==> src/pslc_pkg.sv <==
// package of constants for the power save and clock lock controller
package pslc_pkg;
    // register offsets (plain port, word index)
    localparam logic [3:0] OFS_OSC_CTRL = 4'h0;
    localparam logic [3:0] OFS_CFG_CTRL = 4'h1;
    localparam logic [3:0] OFS_SYS_KEY = 4'h2;
    localparam logic [3:0] OFS_MOD_DIS = 4'h3;
    localparam logic [3:0] OFS_POWER_STAT = 4'h4;
    localparam logic [3:0] OFS_STOP_IDLE = 4'h5;
    // field positions
    localparam int SLEEP_SELECT_BIT = 4;
    localparam int DIV_LO_BIT = 19;
    localparam int DIV_HI_BIT = 20;
    localparam int LOCK_BIT = 12;
    localparam int ONE_WAY_BIT = 28;
    // unlock keys (arbitrary values)
    localparam logic [31:0] UNLOCK_KEY1 = 32'hAA99_6655;
    localparam logic [31:0] UNLOCK_KEY2 = 32'h5566_99AA;
    // reset values
    localparam logic [31:0] MOD_DIS_RESET = 32'h0000_0000;
    localparam logic [31:0] STOP_IDLE_RESET = 32'h0000_0000;
    // priorities
    localparam int PRIO_W = 3;
    // oscillator start-up time and PLL lock time, in us
    localparam int OSC_START_US = 10;
    localparam int PLL_LOCK_US = 20;
    localparam int CLK_MHZ = 100;
    localparam int OSC_START_CYC = OSC_START_US * CLK_MHZ;
    localparam int PLL_LOCK_CYC = PLL_LOCK_US * CLK_MHZ;
    // power states
    typedef enum logic [1:0]
    {
        PS_RUN = 2'b00,
        PS_IDLE = 2'b01,
        PS_SLEEP = 2'b10
    } pslc_state_e;
endpackage

==> src/pslc_ctrl.sv <==
// power save, peripheral bus divider and module disable lock controller
//
// Decided for this implementation: the strobed register port and the register offsets.
`timescale 1ns/1ps
`default_nettype none
module pslc_ctrl
    import pslc_pkg::*;
#(
    parameter int NPERIPH = 8,
    parameter int OSC_START = OSC_START_CYC,
    parameter int PLL_LOCK = PLL_LOCK_CYC
)
(
    input wire logic ref_clk,
    input wire logic rst_n,
    input wire logic [3:0] reg_addr,
    input wire logic [31:0] reg_wdata,
    input wire logic reg_wr,
    input wire logic reg_rd,
    output logic [31:0] reg_rdata,
    input wire logic [1:0] periph_bus_divider_default,
    input wire logic module_disable_one_way,
    input wire logic wait_instr,
    input wire logic irq_req,
    input wire logic irq_sleep_capable,
    input wire logic [PRIO_W-1:0] irq_prio,
    input wire logic [PRIO_W-1:0] cpu_prio,
    input wire logic watchdog_timeout,
    input wire logic clk_switch_req,
    input wire logic clk_switch_slow,
    input wire logic clk_switch_pll,
    input wire logic periph_rd_req,
    output logic periph_rd_done,
    output logic cpu_run,
    output logic periph_bus_clock_en,
    output logic [NPERIPH-1:0] periph_run,
    output logic system_clock_blocks_en,
    output logic clk_switch_busy
);
    import pslc_pkg::*;

    pslc_state_e state;
    logic sleep_select;
    logic [1:0] periph_bus_divider;
    logic module_disable_lock;
    logic [31:0] module_disable_regs;
    logic [NPERIPH-1:0] stop_in_idle;
    logic [1:0] unlock_stage;
    logic [2:0] div_cnt;
    logic [2:0] div_mask;
    logic bus_edge;
    logic rd_pending;
    logic [31:0] delay_cnt;
    logic wake_hi;
    logic is_wr_osc;
    logic is_wr_cfg;
    logic is_wr_key;
    logic unlocked;
    logic is_wr_mod;
    logic is_wr_stop;
    pslc_state_e next_state;
    logic [31:0] next_rdata;
    logic [NPERIPH-1:0] next_periph_run;
    logic wdt_meta;
    logic wdt_sync;
    logic [31:0] next_delay_cnt;
    logic next_switch_busy;

    // wait, interrupt and switch requests come from core logic on ref_clk
    assign wake_hi = irq_req && (irq_prio > cpu_prio);
    assign is_wr_osc = reg_wr && reg_addr == OFS_OSC_CTRL;
    assign is_wr_cfg = reg_wr && reg_addr == OFS_CFG_CTRL;
    assign is_wr_key = reg_wr && reg_addr == OFS_SYS_KEY;
    assign is_wr_mod = reg_wr && reg_addr == OFS_MOD_DIS;
    assign is_wr_stop = reg_wr && reg_addr == OFS_STOP_IDLE;
    assign unlocked = unlock_stage == 2'd2;

    // watchdog runs from its own low-power oscillator; two flops before use
    // its time-out pulse must last at least one ref_clk cycle to be seen
    always_ff @(posedge ref_clk or negedge rst_n)
    begin
        if (!rst_n)
        begin
            wdt_meta <= 1'b0;
            wdt_sync <= 1'b0;
        end
        else
        begin
            wdt_meta <= watchdog_timeout;
            wdt_sync <= wdt_meta;
        end
    end

    // next power state from wait, wake and watchdog events
    always_comb
    begin
        next_state = state;
        unique case (state)
            PS_RUN:
                if (wait_instr)
                    next_state = sleep_select ? PS_SLEEP : PS_IDLE;
            PS_IDLE:
                if (wake_hi || wdt_sync)
                    next_state = PS_RUN;
            PS_SLEEP:
                if (wdt_sync)
                    next_state = PS_RUN;
                else if (irq_req && irq_sleep_capable)
                    next_state = wake_hi ? PS_RUN : PS_IDLE;
            default:
                next_state = PS_RUN;
        endcase
    end

    // asynchronous reset returns to run
    always_ff @(posedge ref_clk or negedge rst_n)
    begin
        if (!rst_n)
            state <= PS_RUN;
        else
            state <= next_state;
    end

    always_comb
    begin
        for (int i = 0; i < NPERIPH; i++)
            next_periph_run[i] = (state == PS_RUN) ||
                (state == PS_IDLE && !stop_in_idle[i]);
    end

    // clock gating outputs follow the state one cycle later
    always_ff @(posedge ref_clk or negedge rst_n)
    begin
        if (!rst_n)
        begin
            cpu_run <= 1'b1;
            periph_run <= '1;
            system_clock_blocks_en <= 1'b1;
        end
        else
        begin
            cpu_run <= state == PS_RUN;
            system_clock_blocks_en <= state != PS_SLEEP;
            periph_run <= next_periph_run;
        end
    end

    // bus clock divider: one-cycle enable pulses at 1/2^code of ref_clk
    // one free counter with a mask, so a new ratio applies at once
    always_comb
    begin
        unique case (periph_bus_divider)
            2'b00: div_mask = 3'h0;
            2'b01: div_mask = 3'h1;
            2'b10: div_mask = 3'h3;
            2'b11: div_mask = 3'h7;
        endcase
    end
    assign bus_edge = (div_cnt & div_mask) == div_mask;

    always_ff @(posedge ref_clk or negedge rst_n)
    begin
        if (!rst_n)
        begin
            div_cnt <= 3'h0;
            periph_bus_clock_en <= 1'b0;
        end
        else
        begin
            div_cnt <= div_cnt + 3'h1;
            periph_bus_clock_en <= bus_edge && state != PS_SLEEP;
        end
    end

    // peripheral read waits for the next bus clock edge, 0..7 extra at 1:8
    always_ff @(posedge ref_clk or negedge rst_n)
    begin
        if (!rst_n)
        begin
            rd_pending <= 1'b0;
            periph_rd_done <= 1'b0;
        end
        else
        begin
            periph_rd_done <= (rd_pending || periph_rd_req) && bus_edge;
            if (bus_edge)
                rd_pending <= 1'b0;
            else if (periph_rd_req)
                rd_pending <= 1'b1;
        end
    end

    // clock switch delay; leaving idle never goes through here
    always_comb
    begin
        next_delay_cnt = delay_cnt;
        next_switch_busy = clk_switch_busy;
        if (clk_switch_req && !clk_switch_busy && !clk_switch_slow)
        begin
            next_delay_cnt = clk_switch_pll ? 32'(OSC_START + PLL_LOCK)
                : 32'(OSC_START);
            next_switch_busy = 1'b1;
        end
        else if (delay_cnt > 32'h1)
            next_delay_cnt = delay_cnt - 32'h1;
        else
        begin
            next_delay_cnt = 32'h0;
            next_switch_busy = 1'b0;
        end
    end

    // a request while busy is dropped; software polls the busy flag first
    always_ff @(posedge ref_clk or negedge rst_n)
    begin
        if (!rst_n)
        begin
            delay_cnt <= 32'h0;
            clk_switch_busy <= 1'b0;
        end
        else
        begin
            delay_cnt <= next_delay_cnt;
            clk_switch_busy <= next_switch_busy;
        end
    end

    // unlock sequence: key1 then key2 on back-to-back accesses
    always_ff @(posedge ref_clk or negedge rst_n)
    begin
        if (!rst_n)
            unlock_stage <= 2'd0;
        else if (is_wr_key && reg_wdata == UNLOCK_KEY1)
            unlock_stage <= 2'd1;
        else if (is_wr_key && reg_wdata == UNLOCK_KEY2 && unlock_stage == 2'd1)
            unlock_stage <= 2'd2;
        else if (is_wr_cfg && unlocked)
            unlock_stage <= 2'd0;
        else if ((reg_wr || reg_rd) && !unlocked)
            unlock_stage <= 2'd0;
    end

    // lock bit; reset clears it, one-way keeps it set
    // one-way refuses only the clear, so a second set is harmless
    always_ff @(posedge ref_clk or negedge rst_n)
    begin
        if (!rst_n)
            module_disable_lock <= 1'b0;
        else if (is_wr_cfg && unlocked)
        begin
            if (reg_wdata[LOCK_BIT])
                module_disable_lock <= 1'b1;
            else if (!(module_disable_one_way && module_disable_lock))
                module_disable_lock <= 1'b0;
        end
    end

    // module disable and stop-in-idle registers
    always_ff @(posedge ref_clk or negedge rst_n)
    begin
        if (!rst_n)
            module_disable_regs <= MOD_DIS_RESET;
        else if (is_wr_mod && !module_disable_lock)
            module_disable_regs <= reg_wdata;
    end

    always_ff @(posedge ref_clk or negedge rst_n)
    begin
        if (!rst_n)
            stop_in_idle <= NPERIPH'(STOP_IDLE_RESET);
        else if (is_wr_stop)
            stop_in_idle <= reg_wdata[NPERIPH-1:0];
    end

    // oscillator control; divider default captured on the first clock after reset
    logic div_loaded;
    always_ff @(posedge ref_clk or negedge rst_n)
    begin
        if (!rst_n)
        begin
            sleep_select <= 1'b0;
            periph_bus_divider <= 2'b00;
            div_loaded <= 1'b0;
        end
        else if (!div_loaded)
        begin
            periph_bus_divider <= periph_bus_divider_default;
            div_loaded <= 1'b1;
        end
        else if (is_wr_osc)
        begin
            sleep_select <= reg_wdata[SLEEP_SELECT_BIT];
            periph_bus_divider <= reg_wdata[DIV_HI_BIT:DIV_LO_BIT];
        end
    end

    // read mux; zero outside the read slot
    always_comb
    begin
        next_rdata = 32'h0;
        if (reg_rd)
        begin
            unique case (reg_addr)
                OFS_OSC_CTRL:
                    next_rdata = (32'(sleep_select) << SLEEP_SELECT_BIT) |
                        (32'(periph_bus_divider) << DIV_LO_BIT);
                OFS_CFG_CTRL:
                    next_rdata = (32'(module_disable_lock) << LOCK_BIT) |
                        (32'(module_disable_one_way) << ONE_WAY_BIT);
                OFS_MOD_DIS: next_rdata = module_disable_regs;
                OFS_POWER_STAT: next_rdata = {28'h0, clk_switch_busy, unlocked, 2'(state)};
                OFS_STOP_IDLE: next_rdata = 32'(stop_in_idle);
                default: next_rdata = 32'h0;
            endcase
        end
    end

    // read data one cycle after the strobe
    always_ff @(posedge ref_clk or negedge rst_n)
    begin
        if (!rst_n)
            reg_rdata <= 32'h0;
        else
            reg_rdata <= next_rdata;
    end
endmodule
`default_nettype wire

==> config.mk <==
export PLATFORM = sky130hd
export DESIGN_NAME = pslc_ctrl
export DESIGN_NICKNAME = d
export VERILOG_FILES = /design/src/pslc_pkg.sv /design/src/pslc_ctrl.sv
export SDC_FILE = /design/constraint.sdc
export NUM_CORES = 1
export LEC_CHECK = 0
export BUFFER_PORTS_ARGS = -buffer_cell sky130_fd_sc_hd__buf_2
export CORE_UTILIZATION = 55
export CTS_CLUSTER_DIAMETER = 60
export CTS_CLUSTER_SIZE = 25
export DETAILED_ROUTE_END_ITERATION = 12
export GPL_TIMING_DRIVEN = 0
export PLACE_DENSITY = 0.79
export SLEW_MARGIN = 20
export SYNTH_ARGS = -nofsm -noshare
export SYNTH_HDL_FRONTEND = slang
export SYNTH_SLANG_ARGS = --single-unit
==> constraint.sdc <==
create_clock -name ref_clk -period 2.4 [get_ports ref_clk]
set_input_delay 0.6 -clock ref_clk [delete_from_list [all_inputs] [get_ports ref_clk]]
set_output_delay 0.6 -clock ref_clk [all_outputs]
set_load 0.005 [all_outputs]
==> results.json <==
{
  "fp-row-count": 36,
  "p_seq_frac": 0.483,
  "root_buffer": "clkbuf_8",
  "drive_above_1_share": 0.3300,
  "dieWidth_um": 103.0,
  "critical_path_arrival_ns": 2.59,
  "overflow": 0,
  "ys_warn_count": 0,
  "period_share": 0.9141,
  "synth.distinct_cells": 46,
  "clk_path_buf_depth": 2,
  "rsz0062_at_grt": "false",
  "timing.fmax_mhz": 455.8,
  "hold_class": "input port to asynchronous set/reset pin",
  "n_antenna_cell": 0,
  "utilization": 0.6997,
  "dr.pass1.iters": 4,
  "htreeDepth": 4,
  "fill_cells": 720,
  "synthTopCellsByArea": "dfrtp_1 54%, mux2_2 8.0%, dfstp_2 4.7%",
  "syn-instance-count": 470,
  "grt_pass1_vias": 4114,
  "drc": 0,
  "fin_area_um2": 6870,
  "cts_tree": "built",
  "detail-route-antenna-nets": 0,
  "timing.rr.start": "delay_cnt[6]$_DFF_PN0_",
  "synthesis.nets": 533,
  "dieArea_um2": 10620,
  "critical_path_class": "flip-flop to flip-flop",
  "whs_ns": 0.04414,
  "slew_headroom": 0.3995,
  "reg2reg_slack_ns": 0.21,
  "final_cell_mix": "122 x dfrtp_1, 104 x buf_2, 53 x nor2_1, 40 x mux2_2, 23 x xor2_1",
  "worstRegToRegCells": 6,
  "cts_buffers": 17,
  "port_buffers": 100,
  "p_clk_frac": 0.421,
  "hold_viol": 0,
  "tightest_slew_ns": 0.8983,
  "post_drt_wl_per_cell_um": 17.18,
  "reg2reg_to": "delay_cnt[21]$_DFF_PN0_",
  "finClkSkew_ns": 0.008144,
  "antenna_found_initial": 0,
  "synth.top_cell.area_share": 0.5437,
  "synth-edff-count": 0,
  "clkTransAtPathRegs_ns": 0.06,
  "io_pins": 102,
  "yosysTopAreaCell": "dfrtp_1",
  "p_int_w": 0.004143,
  "finalSetupViolCount": 0,
  "place_congestion": 0.8199,
  "p_switching_w": 0.001312,
  "fin_total_pwr_w": 0.005456,
  "wl_mm": 12.65,
  "dpl.hpwl_mm": 8.825,
  "place_ws_ns": -0.1218,
  "coreArea_um2": 9819,
  "p_per_area_nw_per_um2": 794.1,
  "synth-seq-area-share": 0.5905,
  "syn-cell-area_um2": 5615,
  "combPwrFrac": 0.096,
  "drv_cap": 0,
  "final_common_cell": "dfrtp_1",
  "p_leak_nw": 3.154,
  "async_flop_share": 1.000,
  "ys_ff_latch": 132,
  "grt_first_pass_wirelength_mm": 20.13,
  "synth_ff_type": "dfrtp_1",
  "die_h_um": 103.0,
  "required_ns": 2.80,
  "grt_max_degree": 74,
  "synth_area_per_cell_um2": 11.95,
  "insertion_delay_ns": 0.52,
  "num_vias": 4144,
  "drt-initial-drc-count": 213,
  "slew_viol_final": 0,
  "initial_core_util": 0.5719,
  "period_minus_slack_ns": 2.194,
  "via_per_inst": 5.630,
  "setup_ws_ns": 0.2062,
  "ir_drop_uv": 559.2,
  "grt_use_total": 0.2569,
  "switching_share": 0.2405,
  "area_delta_synth_final_pct": 22.35,
  "crit_fanout": 10,
  "critPathCaptureType": "flip-flop",
  "nNetsFinal": 653,
  "cts_sinks": 132,
  "startpoint_type": "flip-flop",
  "status": "complete, no violations",
  "dpl-instance-area_um2": 6316
}
==> cell type report <==
class	instances	area, um2	area share
Sequential cell	132	3316	0.4826
Clock inverter	9	85.08	0.01238
Buffer	19	103.9	0.01512
Inverter	13	48.80	0.007103
Timing Repair Buffer	101	534.3	0.07776
Tap cell	133	166.4	0.02422
Multi-Input combinational cell	306	2180	0.3172
Clock buffer	23	436.7	0.06356
==> repair_timing <==
| item | in CTS | in global routing |
|---|---|---|
| resized for setup | 2 | 5 |
| buffers inserted | 0 | 0 |
| endpoints found under the setup margin | 7 | 20 |
| hold buffers | 0 | 0 |
| pin swaps | 0 | 1 |
==> flip-flops by register name, summed over array words and instances, names as in the netlist, 2 cells and up <==
name / count
periph_run: 8
stop_in_idle: 8
periph_bus_divider: 2
unlock_stage: 2
module_disable_regs: 32
div_cnt: 3
state: 2
delay_cnt: 32
reg_rdata: 32
==> cells by family after synthesis <==
group,after synthesis,share of synthesized area
buf+inv,32,0.02674
mux,42,0.08378
flops,132,0.5905
simple gates,173,0.1794
xor+xnor,29,0.04523
compound gates,55,0.06039
fa+ha+maj,6,0.01337
other cells,1,0.0006678
==> layer usage <==
metal | GRT usage | routed length (um) | vias up | part of all wire
met2 | 0.4287 | 6416 | 132 | 0.51
met5 | 0 | 0 | - | 0
met1 | 0.3206 | 5264 | 2083 | 0.42
met3 | 0.07593 | 838 | 15 | 0.066
met4 | 0.08884 | 128 | 0 | 0.010
li1 | - | - | 1914 | -
==> critical path, stage by stage, from the launching register on <==
cell and delay (ns):
dfrtp_1 0.42, or4_4 0.60, nor4b_4 0.40, buf_2 0.30, nand3_1 0.12, xor2_1 0.18
nor2_1 0.07
==> Yosys cell counts, types with 2 or more instances <==
master and instances:
nor4_1 8, or4_1 2, nor2_1 53, a22oi_1 12, o21ai_0 16, nand3b_1 10, and4b_1 3, nor4b_1 3
xor2_1 23, o21a_1 2, mux2_2 40, or3_1 2, or2_2 2, or4_4 2, ha_1 6, clkbuf_1 10
nand3_1 13, dfstp_2 10, nor2b_1 3, buf_2 6, a21oi_1 18, nand4b_1 3, and3_1 22, nand2_1 17
dfrtp_1 122, xnor2_1 6, nor4bb_1 10, mux2i_1 2, nor3_1 8, inv_1 13, buf_6 3, nand4_1 6
==> through the flow <==
step / setup TNS (ns) / cells
after global routing: 0 / 736
final: 0 / 736
after floorplan: 0 / 470
after CTS: 0 / 736
after detailed placement: -0.9149 / 704
after global placement: -106.56 / 703
==> power groups by stage <==
stage	registers (W)	clock network [W]	logic, W
floorplan	0.00265	0	0.000274
global placement	0.00266	0	0.000496
detailed placement	0.00267	0	0.000525
CTS	0.00263	0.00232	0.000532
global route	0.00267	0.00241	0.000592
finish	0.00264	0.00230	0.000525
==> how the worst max path moves through the flow <==
stage	startpoint	endpoint
CTS	delay_cnt[0]$_DFF_PN0_	delay_cnt[22]$_DFF_PN0_
global placement	rst_n	module_disable_regs[8]$_DFFE_PN0P_
global route	delay_cnt[6]$_DFF_PN0_	delay_cnt[21]$_DFF_PN0_
detailed placement	reg_addr[0]	stop_in_idle[7]$_DFFE_PN0P_
floorplan	delay_cnt[0]$_DFF_PN0_	delay_cnt[20]$_DFF_PN0_
finish	delay_cnt[6]$_DFF_PN0_	delay_cnt[21]$_DFF_PN0_
Note: power is estimated with default switching activity, not from simulation.
